`config.mk`:
```
export PLATFORM = sky130hd
export DESIGN_NAME = clock_gen_and_timewheels
export DESIGN_NICKNAME = d
export VERILOG_FILES = /design/src/hw/clkgen_pkg.sv /design/src/hw/clock_gen_and_timewheels.sv
export SDC_FILE = /design/constraint.sdc
export NUM_CORES = 2
export LEC_CHECK = 0
export BUFFER_PORTS_ARGS = -buffer_cell sky130_fd_sc_hd__buf_2
export CAP_MARGIN = 5
export CORE_AREA = 5 5 314 316
export DETAILED_ROUTE_END_ITERATION = 7
export DIE_AREA = 0 0 319 321
export MAX_ROUTING_LAYER = met4
export PLACE_DENSITY_LB_ADDON = 0.08
export SLEW_MARGIN = 20
export SYNTH_ARGS = -nofsm -noshare
export SYNTH_HDL_FRONTEND = slang
export SYNTH_SLANG_ARGS = --single-unit
```
`constraint.sdc`:
```
create_clock -name clk_sys_i -period 5 [get_ports clk_sys_i]
set_input_delay 0.25 -clock clk_sys_i [delete_from_list [all_inputs] [get_ports clk_sys_i]]
set_output_delay 0.25 -clock clk_sys_i [all_outputs]
set_load 0.01 [all_outputs]
```
`src/hw/clkgen_pkg.sv`:
```
package clkgen_pkg;

    // register indices (byte address = index * 4 not used; plain port addressing)
    localparam logic [7:0] REG_CTRL      = 8'h00;
    localparam logic [7:0] REG_STATUS    = 8'h01;
    localparam logic [7:0] REG_CTW_CNT   = 8'h02;
    localparam logic [7:0] REG_CTW_WAKE  = 8'h03;
    localparam logic [7:0] REG_FTW_TERM  = 8'h04;
    localparam logic [7:0] REG_FTW_CNT   = 8'h05;
    localparam logic [7:0] REG_PLL_CFG   = 8'h06;
    localparam logic [7:0] REG_BUS_DIV   = 8'h07;
    localparam logic [7:0] REG_DIG_BASE  = 8'h10;
    localparam logic [7:0] REG_ANA_BASE  = 8'h18;

    // ctrl bits
    localparam int CTRL_CTW_RST   = 0;
    localparam int CTRL_CTW_WEN   = 1;
    localparam int CTRL_CTW_IEN   = 2;
    localparam int CTRL_FTW_IEN   = 3;
    localparam int CTRL_PLL_EN    = 4;
    localparam int CTRL_DBL_EN    = 5;
    localparam int CTRL_IMO_SEL   = 8;  // 3 bits
    localparam int CTRL_DBL_SRC   = 12; // 2 bits

    localparam logic [15:0] CTRL_RESET     = 16'h0000;
    localparam logic [12:0] CTW_WAKE_RESET = 13'h1fff;
    localparam logic [4:0]  FTW_TERM_RESET = 5'h1f;
    localparam logic [15:0] DIV_RESET      = 16'h0001;

    localparam int CLK_SYS_HZ     = 10_000_000;
    localparam int PLL_LOCK_US    = 250;
    localparam int PLL_LOCK_CYC   = (CLK_SYS_HZ / 1_000_000) * PLL_LOCK_US;
    localparam int CLK_SOURCES    = 8;
    localparam int DIG_DIVIDERS   = 8;
    localparam int ANA_DIVIDERS   = 4;
    localparam int NUM_DIVIDERS   = DIG_DIVIDERS + ANA_DIVIDERS;

    typedef enum logic [2:0] {
        IMO_3M  = 3'h0,
        IMO_6M  = 3'h1,
        IMO_12M = 3'h2,
        IMO_24M = 3'h3,
        IMO_48M = 3'h4,
        IMO_74M = 3'h5
    } imo_freq_t;

    typedef enum logic [1:0] {
        REF_MAIN_OSC = 2'h0,
        REF_FAST_XO  = 2'h1,
        REF_DSI      = 2'h2
    } ref_sel_t;

    typedef enum logic [2:0] {
        PLL_OFF  = 3'b001,
        PLL_WAIT = 3'b010,
        PLL_LOCK = 3'b100
    } pll_state_t;

    typedef struct packed {
        logic [7:0]  addr;
        logic [31:0] wdata;
        logic        wr;
        logic        rd;
    } reg_req_t;

    typedef struct packed {
        logic [15:0] ratio;
        logic [2:0]  src;
        logic [1:0]  skew;
    } div_cfg_t;

endpackage : clkgen_pkg

```
`src/hw/clock_gen_and_timewheels.sv`:
```
`timescale 1ns/10ps
module clock_gen_and_timewheels
    import clkgen_pkg::*;
#(
    parameter int PLL_LOCK_CYCLES = PLL_LOCK_CYC
) (
    input  wire logic                    clk_sys_i,
    input  wire logic                    rst_b_i,
    input  wire logic [7:0]              addr_i,
    input  wire logic [31:0]             wdata_i,
    input  wire logic                    wr_i,
    input  wire logic                    rd_i,
    output logic      [31:0]             rdata_o,
    input  wire logic                    slow_tick_clock_i,
    input  wire logic                    fast_tick_clock_i,
    input  wire logic                    main_internal_oscillator_i,
    input  wire logic                    fast_crystal_oscillator_i,
    input  wire logic                    watch_crystal_oscillator_i,
    input  wire logic                    dsi_clk_i,
    input  wire logic                    hibernate_i,
    input  wire logic                    debug_halt_i,
    output logic                         ctw_wake_o,
    output logic                         ctw_irq_o,
    output logic                         ftw_irq_o,
    output logic                         reduced_accuracy_watch_clock_o,
    output logic                         pll_lock_o,
    output logic                         pll_ref_en_o,
    output logic                         pll_run_o,
    output logic [1:0]                   pll_ref_sel_o,
    output logic [11:0]                  pll_ratio_o,
    output logic [2:0]                   imo_freq_o,
    output logic                         dbl_en_o,
    output logic [1:0]                   dbl_src_o,
    output logic                         bus_clk_en_o,
    output logic                         cpu_clk_en_o,
    output logic [NUM_DIVIDERS-1:0]      div_clk_o
);

    // edge detect on the sampled oscillator ticks (inputs are synchronous)
    logic slow_d_r;
    logic fast_d_r;
    wire  slow_tick = slow_tick_clock_i & ~slow_d_r;
    wire  fast_tick = fast_tick_clock_i & ~fast_d_r;

    reg_req_t req;
    assign req = '{addr: addr_i, wdata: wdata_i, wr: wr_i, rd: rd_i};

    logic [15:0] ctrl_r;
    logic [12:0] ctw_cnt_r;
    logic [12:0] ctw_wake_r;
    logic [4:0]  ftw_term_r;
    logic [4:0]  ftw_cnt_r;
    logic [13:0] pll_cfg_r;
    logic [15:0] bus_div_r;
    logic [15:0] bus_cnt_r;
    logic [1:0]  div3_cnt_r;
    logic [15:0] lock_cnt_r;
    pll_state_t  pll_st_r;
    div_cfg_t    div_cfg_r [NUM_DIVIDERS];
    logic [15:0] div_cnt_r [NUM_DIVIDERS];
    logic [NUM_DIVIDERS-1:0] div_src_d_r;
    logic [NUM_DIVIDERS-1:0] div_out_r;

    wire wr_ctrl  = req.wr && (req.addr == REG_CTRL);
    wire wr_ctw   = req.wr && (req.addr == REG_CTW_WAKE);
    wire wr_ftw   = req.wr && (req.addr == REG_FTW_TERM);
    wire wr_pll   = req.wr && (req.addr == REG_PLL_CFG);
    wire wr_bus   = req.wr && (req.addr == REG_BUS_DIV);
    wire ctw_clr  = wr_ctrl && req.wdata[CTRL_CTW_RST];
    wire ctw_run  = slow_tick && !hibernate_i && !debug_halt_i;
    wire ctw_hit  = ctw_run && (ctw_cnt_r == ctw_wake_r);
    wire ftw_hit  = fast_tick && (ftw_cnt_r == ftw_term_r);

    // ratio below two is clamped to two so dividers never pass the source
    function automatic logic [15:0] half_ratio(input logic [15:0] r);
        logic [15:0] rr;
        rr = (r < 16'h0002) ? 16'h0002 : r;
        return {1'b0, rr[15:1]};
    endfunction : half_ratio

    // eight sources: oscillators plus chained outputs of divider 0/1
    function automatic logic pick_src(input logic [2:0] s, input logic [NUM_DIVIDERS-1:0] d);
        logic v;
        v = 1'b0;
        unique case (s)
            3'h0: v = main_internal_oscillator_i;
            3'h1: v = fast_crystal_oscillator_i;
            3'h2: v = dsi_clk_i;
            3'h3: v = fast_tick_clock_i;
            3'h4: v = slow_tick_clock_i;
            3'h5: v = watch_crystal_oscillator_i;
            3'h6: v = d[0];
            3'h7: v = d[1];
        endcase
        return v;
    endfunction : pick_src

    // register index of a divider: digital bank first, then analog bank
    function automatic logic [7:0] div_addr(input int i);
        return (i < DIG_DIVIDERS) ? REG_DIG_BASE + 8'(i)
                                  : REG_ANA_BASE + 8'(i - DIG_DIVIDERS);
    endfunction : div_addr

    // the unused fourth select code falls back to the main oscillator
    function automatic logic [1:0] fold_sel(input logic [1:0] s);
        return (s == 2'h3) ? REF_MAIN_OSC : s;
    endfunction : fold_sel

    // sampled oscillator levels for the tick edge detectors
    always_ff @(posedge clk_sys_i) begin
        if (!rst_b_i) begin
            slow_d_r <= 1'b0;
            fast_d_r <= 1'b0;
        end else begin
            slow_d_r <= slow_tick_clock_i;
            fast_d_r <= fast_tick_clock_i;
        end
    end

    // software configuration; the clear bit never stays set
    always_ff @(posedge clk_sys_i) begin
        if (!rst_b_i) begin
            ctrl_r     <= CTRL_RESET;
            ctw_wake_r <= CTW_WAKE_RESET;
            ftw_term_r <= FTW_TERM_RESET;
            pll_cfg_r  <= 14'h0000;
            bus_div_r  <= DIV_RESET;
        end else begin
            if (wr_ctrl) ctrl_r <= {req.wdata[15:1], 1'b0};
            if (wr_ctw) ctw_wake_r <= req.wdata[12:0];
            if (wr_ftw) ftw_term_r <= req.wdata[4:0];
            if (wr_pll) pll_cfg_r <= req.wdata[13:0];
            if (wr_bus) bus_div_r <= req.wdata[15:0];
        end
    end

    // coarse counter: a clear beats a tick in the same cycle
    always_ff @(posedge clk_sys_i) begin
        if (!rst_b_i) begin
            ctw_cnt_r <= 13'h0000;
        end else if (ctw_clr) begin
            ctw_cnt_r <= 13'h0000;
        end else if (ctw_run) begin
            ctw_cnt_r <= ctw_cnt_r + 13'h0001;
        end
    end

    // fast counter reloads itself at the terminal count
    always_ff @(posedge clk_sys_i) begin
        if (!rst_b_i) begin
            ftw_cnt_r <= 5'h00;
        end else if (ftw_hit) begin
            ftw_cnt_r <= 5'h00;
        end else if (fast_tick) begin
            ftw_cnt_r <= ftw_cnt_r + 5'h01;
        end
    end

    // divide-by-three of fast tick clock; high for 1.5 ticks via both edges
    logic div3_hi_r;
    logic div3_lo_r;
    wire  fast_fall = ~fast_tick_clock_i & fast_d_r;
    always_ff @(posedge clk_sys_i) begin
        if (!rst_b_i) begin
            div3_cnt_r <= 2'h0;
            div3_hi_r  <= 1'b0;
            div3_lo_r  <= 1'b0;
        end else begin
            if (fast_tick) div3_cnt_r <= (div3_cnt_r == 2'h2) ? 2'h0 : div3_cnt_r + 2'h1;
            if (fast_tick) div3_hi_r <= (div3_cnt_r == 2'h0);
            if (fast_fall) div3_lo_r <= div3_hi_r;
        end
    end

    // pll lock timer
    always_ff @(posedge clk_sys_i) begin
        if (!rst_b_i) begin
            pll_st_r   <= PLL_OFF;
            lock_cnt_r <= 16'h0000;
        end else begin
            unique case (pll_st_r)
                PLL_OFF: begin
                    lock_cnt_r <= 16'h0000;
                    if (ctrl_r[CTRL_PLL_EN]) pll_st_r <= PLL_WAIT;
                end
                PLL_WAIT: begin
                    lock_cnt_r <= lock_cnt_r + 16'h0001;
                    if (!ctrl_r[CTRL_PLL_EN]) pll_st_r <= PLL_OFF;
                    else if (lock_cnt_r == 16'(PLL_LOCK_CYCLES - 1))
                        pll_st_r <= PLL_LOCK;
                end
                PLL_LOCK: begin
                    if (!ctrl_r[CTRL_PLL_EN]) pll_st_r <= PLL_OFF;
                end
            endcase
        end
    end

    // bus clock enable from 16-bit divider
    wire bus_wrap = (bus_cnt_r >= bus_div_r - 16'h0001) || (bus_div_r == 16'h0000);
    always_ff @(posedge clk_sys_i) begin
        if (!rst_b_i) bus_cnt_r <= 16'h0000;
        else bus_cnt_r <= bus_wrap ? 16'h0000 : bus_cnt_r + 16'h0001;
    end

    // dividers: 0..7 digital, 8..11 analog
    logic [NUM_DIVIDERS-1:0] src_now;
    always_comb begin
        for (int i = 0; i < NUM_DIVIDERS; i++) begin
            src_now[i] = pick_src(div_cfg_r[i].src, div_out_r);
        end
    end

    for (genvar g = 0; g < NUM_DIVIDERS; g++) begin : g_div
        wire rise = src_now[g] & ~div_src_d_r[g];
        wire [7:0] my_addr = div_addr(g);
        wire [15:0] half = half_ratio(div_cfg_r[g].ratio);
        wire [15:0] skew = (g < DIG_DIVIDERS) ? 16'h0000 : 16'(div_cfg_r[g].skew);
        always_ff @(posedge clk_sys_i) begin
            if (!rst_b_i) begin
                div_cfg_r[g]   <= '{ratio: DIV_RESET, src: 3'h0, skew: 2'h0};
                div_cnt_r[g]   <= 16'h0000;
                div_src_d_r[g] <= 1'b0;
                div_out_r[g]   <= 1'b0;
            end else begin
                div_src_d_r[g] <= src_now[g];
                if (req.wr && req.addr == my_addr)
                    div_cfg_r[g] <= '{ratio: req.wdata[15:0], src: req.wdata[18:16],
                                      skew: req.wdata[21:20]};
                if (rise) begin
                    // toggling every half ratio gives even duty
                    if (div_cnt_r[g] >= half - 16'h0001 + skew) begin
                        div_cnt_r[g] <= skew;
                        div_out_r[g] <= ~div_out_r[g];
                    end else begin
                        div_cnt_r[g] <= div_cnt_r[g] + 16'h0001;
                    end
                end
            end
        end
    end

    // read mux
    logic [31:0] rd_mux;
    always_comb begin
        rd_mux = 32'h0000_0000;
        unique case (req.addr)
            REG_CTRL:     rd_mux = {16'h0000, ctrl_r};
            REG_STATUS:   rd_mux = {29'h0, pll_st_r == PLL_LOCK, ftw_irq_o, ctw_irq_o};
            REG_CTW_CNT:  rd_mux = {19'h0, ctw_cnt_r};
            REG_CTW_WAKE: rd_mux = {19'h0, ctw_wake_r};
            REG_FTW_TERM: rd_mux = {27'h0, ftw_term_r};
            REG_FTW_CNT:  rd_mux = {27'h0, ftw_cnt_r};
            REG_PLL_CFG:  rd_mux = {18'h0, pll_cfg_r};
            REG_BUS_DIV:  rd_mux = {16'h0000, bus_div_r};
            default: begin
                for (int i = 0; i < NUM_DIVIDERS; i++) begin
                    if (req.addr == div_addr(i))
                        rd_mux = {10'h0, div_cfg_r[i].skew, 1'b0, div_cfg_r[i].src,
                                  div_cfg_r[i].ratio};
                end
            end
        endcase
    end

    // clamped selections for the registered outputs
    wire [1:0]  ref_sel_nxt = fold_sel(pll_cfg_r[13:12]);
    // ratio index 0..4031 selects input and feedback dividers
    wire [11:0] ratio_nxt   = (pll_cfg_r[11:0] > 12'hfbf) ? 12'hfbf : pll_cfg_r[11:0];
    wire [2:0]  imo_nxt     = (ctrl_r[10:8] > IMO_74M) ? IMO_74M : ctrl_r[10:8];
    wire [1:0]  dbl_src_nxt = fold_sel(ctrl_r[13:12]);

    // read data follows each cycle of rd_i one cycle later and is zero otherwise
    always_ff @(posedge clk_sys_i) begin
        if (!rst_b_i) begin
            rdata_o <= 32'h0000_0000;
        end else begin
            rdata_o <= req.rd ? rd_mux : 32'h0000_0000;
        end
    end

    // timewheel events and the divided watch clock
    always_ff @(posedge clk_sys_i) begin
        if (!rst_b_i) begin
            ctw_wake_o                     <= 1'b0;
            ctw_irq_o                      <= 1'b0;
            ftw_irq_o                      <= 1'b0;
            reduced_accuracy_watch_clock_o <= 1'b0;
        end else begin
            ctw_wake_o <= ctw_hit && ctrl_r[CTRL_CTW_WEN];
            ctw_irq_o  <= ctw_hit && ctrl_r[CTRL_CTW_WEN] && ctrl_r[CTRL_CTW_IEN];
            ftw_irq_o  <= ftw_hit && ctrl_r[CTRL_FTW_IEN];
            reduced_accuracy_watch_clock_o <= div3_hi_r | div3_lo_r;
        end
    end

    // pll status and control
    always_ff @(posedge clk_sys_i) begin
        if (!rst_b_i) begin
            pll_lock_o    <= 1'b0;
            pll_ref_en_o  <= 1'b0;
            pll_run_o     <= 1'b0;
            pll_ref_sel_o <= 2'h0;
            pll_ratio_o   <= 12'h000;
        end else begin
            pll_lock_o    <= (pll_st_r == PLL_LOCK);
            pll_ref_en_o  <= 1'b1;
            pll_run_o     <= ctrl_r[CTRL_PLL_EN];
            pll_ref_sel_o <= ref_sel_nxt;
            pll_ratio_o   <= ratio_nxt;
        end
    end

    // oscillator and doubler controls
    always_ff @(posedge clk_sys_i) begin
        if (!rst_b_i) begin
            imo_freq_o <= 3'h0;
            dbl_en_o   <= 1'b0;
            dbl_src_o  <= 2'h0;
        end else begin
            imo_freq_o <= imo_nxt;
            dbl_en_o   <= ctrl_r[CTRL_DBL_EN];
            dbl_src_o  <= dbl_src_nxt;
        end
    end

    // clock enables and divider outputs
    always_ff @(posedge clk_sys_i) begin
        if (!rst_b_i) begin
            bus_clk_en_o <= 1'b0;
            cpu_clk_en_o <= 1'b0;
            div_clk_o    <= '0;
        end else begin
            bus_clk_en_o <= bus_wrap;
            cpu_clk_en_o <= bus_wrap;
            div_clk_o    <= div_out_r;
        end
    end

endmodule : clock_gen_and_timewheels

```
* After elaboration in Yosys (flattened, before gate mapping)
Memories as Yosys holds them, arrays and structs flattened.
Cells that the tools add are included.
** Operators by class
- Add/subtract/negate cells :: 34
- Multipliers :: 0
- Divide/modulo/power cells :: 0
- Magnitude comparators :: 27
- Equal/unequal tests :: 115
- Shift-type cells :: 0
- Multiplexer cells :: 216
- Bitwise operators :: 80
- Reductions and logical operators :: 65
** Operators by type and width (count)
- 2-to-1 mux 16 bit :: 36
- 2-to-1 mux 32 bit :: 11
- one-hot mux 32 bit (8 select lines) :: 1
- 2-to-1 mux 21 bit :: 12
- adder 16 x 1 -> 16 bit (second input constant) :: 14
- greater-or-equal comparator 16 bit :: 13
- < comparator 16 x 2 -> 1 bit (second input constant) :: 12
- subtractor 15 x 1 -> 16 bit (second input constant) :: 12
- == test 3 bit (second input constant) :: 49
- 2-to-1 mux 1 bit :: 134
- == test 8 x 5 -> 1 bit (second input constant) :: 12
- one-hot mux 1 bit (8 select lines) :: 12
- == test 3 x 2 -> 1 bit (second input constant) :: 25
- adder 16 x 2 -> 16 bit :: 4
- == test 3 x 1 -> 1 bit (second input constant) :: 13
- OR 1 bit :: 37
- logical NOT 3 bit :: 12
- == test 8 x 3 -> 1 bit (second input constant) :: 4
- one-hot mux 16 bit (2 select lines) :: 1
- NOT 1 bit :: 28
- AND reduction 2 bit :: 13
- logical AND 1 bit :: 25
- 2-to-1 mux 22 bit :: 1
- == test 16 x 12 -> 1 bit (second input constant) :: 1
- other kinds (26) :: 55
** Storage, ports and cells
- Register bits after elaboration :: 218
- Bits in latches :: 0
- RAM bits :: 444
- Bits in read-only memories :: 0
- Input port bits :: 52
- Logic and storage cells :: 595
- Memories :: 2
** Memory list
- div_cfg_r :: words 12, bits a word 21, rd ports 12, clocked after memory_dff 0, wr ports 12, RTL line clock_gen_and_timewheels.sv:59 : div_cfg_t div_cfg_r [NUM_DIVIDERS];
- div_cnt_r :: words 12, bits a word 16, rd ports 12, clocked after memory_dff 0, wr ports 12, RTL line clock_gen_and_timewheels.sv:60 : logic [15:0] div_cnt_r [NUM_DIVIDERS];

* Logic depth before layout (Yosys ltp)
- Depth in word-level cells :: 14
- Depth in mapped cells :: 24
- Mapped depth without buffers :: 22

* Worst setup path after synthesis
OpenSTA, ideal clock, no wires.
- Kind :: flip-flop to flip-flop
- Start :: mem div_cfg_r[2][40] in the netlist's numbering
- End :: mem div_cnt_r[9][6], in the netlist div_cnt_r[2][22], data pin
- Library setup time :: 140 ps
- Data arrival time :: 4701 ps
- Data required time :: 4860 ps
- Slack :: 160 ps
- Cell stages (with the launch flop) :: 23
- Path buffers :: 1
- Period minus slack after synthesis :: 4840 ps
- Cells stage by stage :: edfxtp_1 -> inv_1 -> ha_1 -> nor4b_1 -> nand4_1 -> nor2b_1 -> ha_1 -> inv_1 -> ha_1 -> fa_1 -> a211o_1 -> a2111oi_0 -> o211ai_1 -> a31oi_1 -> o21bai_1 -> xnor2_1 -> ha_1 -> and4_1 -> and3_1 -> a211oi_1 -> nand2_1 -> clkbuf_1 -> nor2_1
** RTL lines (RTL line)
- start: declaration :: clock_gen_and_timewheels.sv:59
- end: declaration :: clock_gen_and_timewheels.sv:60

==> results.toml <==
[run_status]
outcome = "finished, final reports clean"

[yosys]
syn_inst = 4181
synth_top_area_cell = "edfxtp_1"
synth_seq_area_share_pct = 42.88
synth_top_area_share_pct = 32.75
ys_types = 95
syn_area_mm2 = 0.04071
syn_avg_cell_area_um2 = 9.737
yosys_warnings = 0
yosys-top-cells-area = "edfxtp_1 33%, dfxtp_1 10%, ha_1 9.3%"
synth_ff_type = "edfxtp_1"
synthArstFlopShare_pct = 0
synth-seq-cells = 650
synth-edff-count = 444

[cts]
tritoncts = "done"
clock_sinks = 650
ctsHoldBuffers = 0
cts.htree.levels = 3
clk_latency_ns = 0.66
cts_made_buffers = 80
clock_path_buffers = 3
root_buffer = "clkbuf_16"
clk_pin_slew_ns = 0.06

[global_routing]
grt_pass1_vias = 30165
grt_pass1_wl_mm = 189.3
grt_max_degree = 59
antenna_found_initial = 7
grtUsageTotal_pct = 24.59
overflow = 0

[detailed_routing]
ant_nets = 0
first_pass_iters = 5
wl_per_cell_um = 22.40
wl_mm = 125.5
num_vias = 31426
viasPerCell = 5.612
route.detailed.drc = 0
initialDrtViolationCount = 2940

[floorplan]
die_area_mm2 = 0.1024
die_w_um = 319
die_h_um = 321
start_util_pct = 42.54
rows = 114
io_pins = 125
core_area_mm2 = 0.09571

[placed_design]
dpl.hpwl_mm = 89.83
io_buffers = 102
place_congestion = 0.9367

[pwr]
power.density_mw_per_mm2 = 322.4
p_leak_nw = 17.34
power_mw = 14.68
peakVddDrop_uv = 257.8

[worst_setup_path]
critPathArrivalTime_ns = 5.08
critPathKind = "reg -> reg"
cp-start-kind = "flip-flop"
end_kind = "flip-flop"
cp_max_fo = 4
worstPathRequired_ns = 5.39

[layout]
nFillCells = 9075
nets = 4607
syn2layout_area_growth_pct = 11.85
final_layout_size_suffix_gt1_share_pct = 9.845

[sta]
relSlewSlack_pct = 30.32
timing.setup.tns_ns = 0
period_minus_slack_ns = 4.690
period_share_pct = 93.81
fmax_mhz = 213.2
worst_slew_pin_slew_ns = 1.037
hold_viol = 0
setup_violations = 0
finClkSkew_ns = 0.02811
slew_violations = 0

[hold_path]
hold_path_class = "in -> reg"

[flow_run]
cap_violations = 0
[cells in the final DEF, fill, tap and decap left out, types with 39 or more instances in the layout]
| master | synthesis | routed |
|---|---|---|
| nand2_1 | 293 | 291 |
| buf_2 | 29 | 98 |
| xnor2_1 | 191 | 191 |
| a21oi_1 | 202 | 202 |
| mux4_2 | 39 | 39 |
| and2_1 | 280 | 280 |
| buf_4 | 15 | 90 |
| o21ai_0 | 103 | 94 |
| nand3_1 | 150 | 149 |
| nor3_1 | 63 | 60 |
| inv_1 | 166 | 165 |
| edfxtp_1 | 444 | 444 |
| mux2i_1 | 84 | 84 |
| nand4_1 | 57 | 57 |
| clkbuf_16 | 0 | 83 |
| nand2b_1 | 42 | 42 |
| and3_1 | 56 | 56 |
| dfxtp_1 | 206 | 206 |
| ha_1 | 301 | 301 |
| nor2_1 | 500 | 496 |
| a21o_1 | 43 | 43 |
| xor2_1 | 177 | 177 |
| nor4_1 | 44 | 43 |
| o21a_1 | 43 | 43 |
[area by class of cell]
class	count	area [um^2]	area share, %
multi-input cells	3161	21990	48.29
flip-flops and latches	650	17460	38.33
clock buffers	116	2291	5.031
well taps	1276	1597	3.506
repair buffers	188	1166	2.561
inverters	169	636.9	1.399
clock inverters	33	384.1	0.8435
diodes	7	17.52	0.03847
[power by group]
| group | switching, mW | internal, mW |
|---|---|---|
| combinational | 1.32 | 0.895 |
| sequential | 0.394 | 6.11 |
| clock | 2.45 | 3.52 |
| total | 4.16 | 10.5 |
[critical path, cell delays in order, from the launching register on]
cell and delay (ns):
edfxtp_1 0.34, inv_1 0.07, ha_1 0.17, nor4b_1 0.14, nand4_1 0.16, nor2b_1 0.19
ha_1 0.17, inv_1 0.04, ha_1 0.20, fa_1 0.43, a211o_1 0.29, and2_1 0.15
o31a_1 0.24, o21ai_0 0.15, nand2b_1 0.09, xnor2_1 0.21, ha_1 0.28, a21o_1 0.16
a21oi_1 0.13, o21ai_0 0.09, a21oi_1 0.33, buf_4 0.19, o21a_1 0.13, o31ai_1 0.07
[synthesized netlist by cell type, drive strengths merged (31+ instances only)]
cell type  instances
nand2b            43
xor2             177
edfxtp           444
mux4              39
xnor2            191
nor2b             31
nor3              67
dfxtp            206
o21a              43
and3              56
buf               56
inv              168
nand3            150
nand2            293
nor2             503
clkbuf           162
ha               301
mux2i             84
o21ai            134
nand4             57
a21oi            202
or3               32
and2             280
a21o              43
nor4              45
[worst paths after layout]
path | start | to | slack, ns | depth (start not counted)
setup / recovery | div_cfg_r[2][83] | div_cnt_r[2][48] | 0.31 | 23
hold / removal | wdata_i[0] | pll_cfg_r[0] | 0.07 | 3
setup reg to reg | div_cfg_r[2][83] | div_cnt_r[2][48] | 0.31 | 23
hold reg to reg | div_out_r[6] | div_clk_o[6] | 0.47 | 1
[per-layer routing]
layer / up-vias / global-route usage (%) / wire (um)
met5: - / - / 0
met4: 0 / 6.571 / 3484
met3: 203 / 4.826 / 9719
met2: 1055 / 36.73 / 54720
met1: 15087 / 34.49 / 57550
li1: 15081 / - / -
[flip-flops by register name, summed over array words and instances (netlist names), 2 cells and up]
| name | flops |
|---|---|
| bus_cnt_r | 16 |
| bus_div_r | 16 |
| ctrl_r | 15 |
| ctw_cnt_r | 13 |
| ctw_wake_r | 13 |
| dbl_src_o | 2 |
| div3_cnt_r | 2 |
| div_cfg_r | 252 |
| div_clk_o | 12 |
| div_cnt_r | 192 |
| div_out_r | 12 |
| div_src_d_r | 12 |
| ftw_cnt_r | 5 |
| ftw_term_r | 5 |
| imo_freq_o | 3 |
| lock_cnt_r | 16 |
| pll_cfg_r | 14 |
| pll_ratio_o | 12 |
| pll_ref_sel_o | 2 |
| pll_st_r | 3 |
| rdata_o | 21 |
[through the flow]
stage          utilization [%]  instances  setup slack (ns)  hold WS (ns)  area [um^2]
4_1_cts                  47.40       5591           0.04892       0.01333        45370
3_3_place_gp             44.59       5442           0.03081        0.4573        42670
2_1_floorplan                -       4198            0.1596        0.2777        40780
5_1_grt                  47.57       5595          -0.04731       0.05607        45520
3_5_place_dp             44.60       5442          -0.01701        0.4658        42690
6_report                 47.58       5600            0.3095       0.06877        45540
[cells by family after synthesis]
group	count (synthesis)	share of synthesized area, %
and+or+nand+nor	1643	20.20
muxes	144	4.804
other	2	0.01845
DFF	650	42.88
adders and majority gates	305	9.447
xor gates and xnor gates	368	7.917
AOI/OAI and AO/OA	682	10.94
buffers and inverters	387	3.796
[timing repair]
item | CTS | global route
buffers inserted | 0 | 2
endpoints found under the setup margin | 5 | 82
gates resized for setup | 1 | 18
pin swaps | 0 | 5
Note: power is estimated with default switching activity, not from simulation.
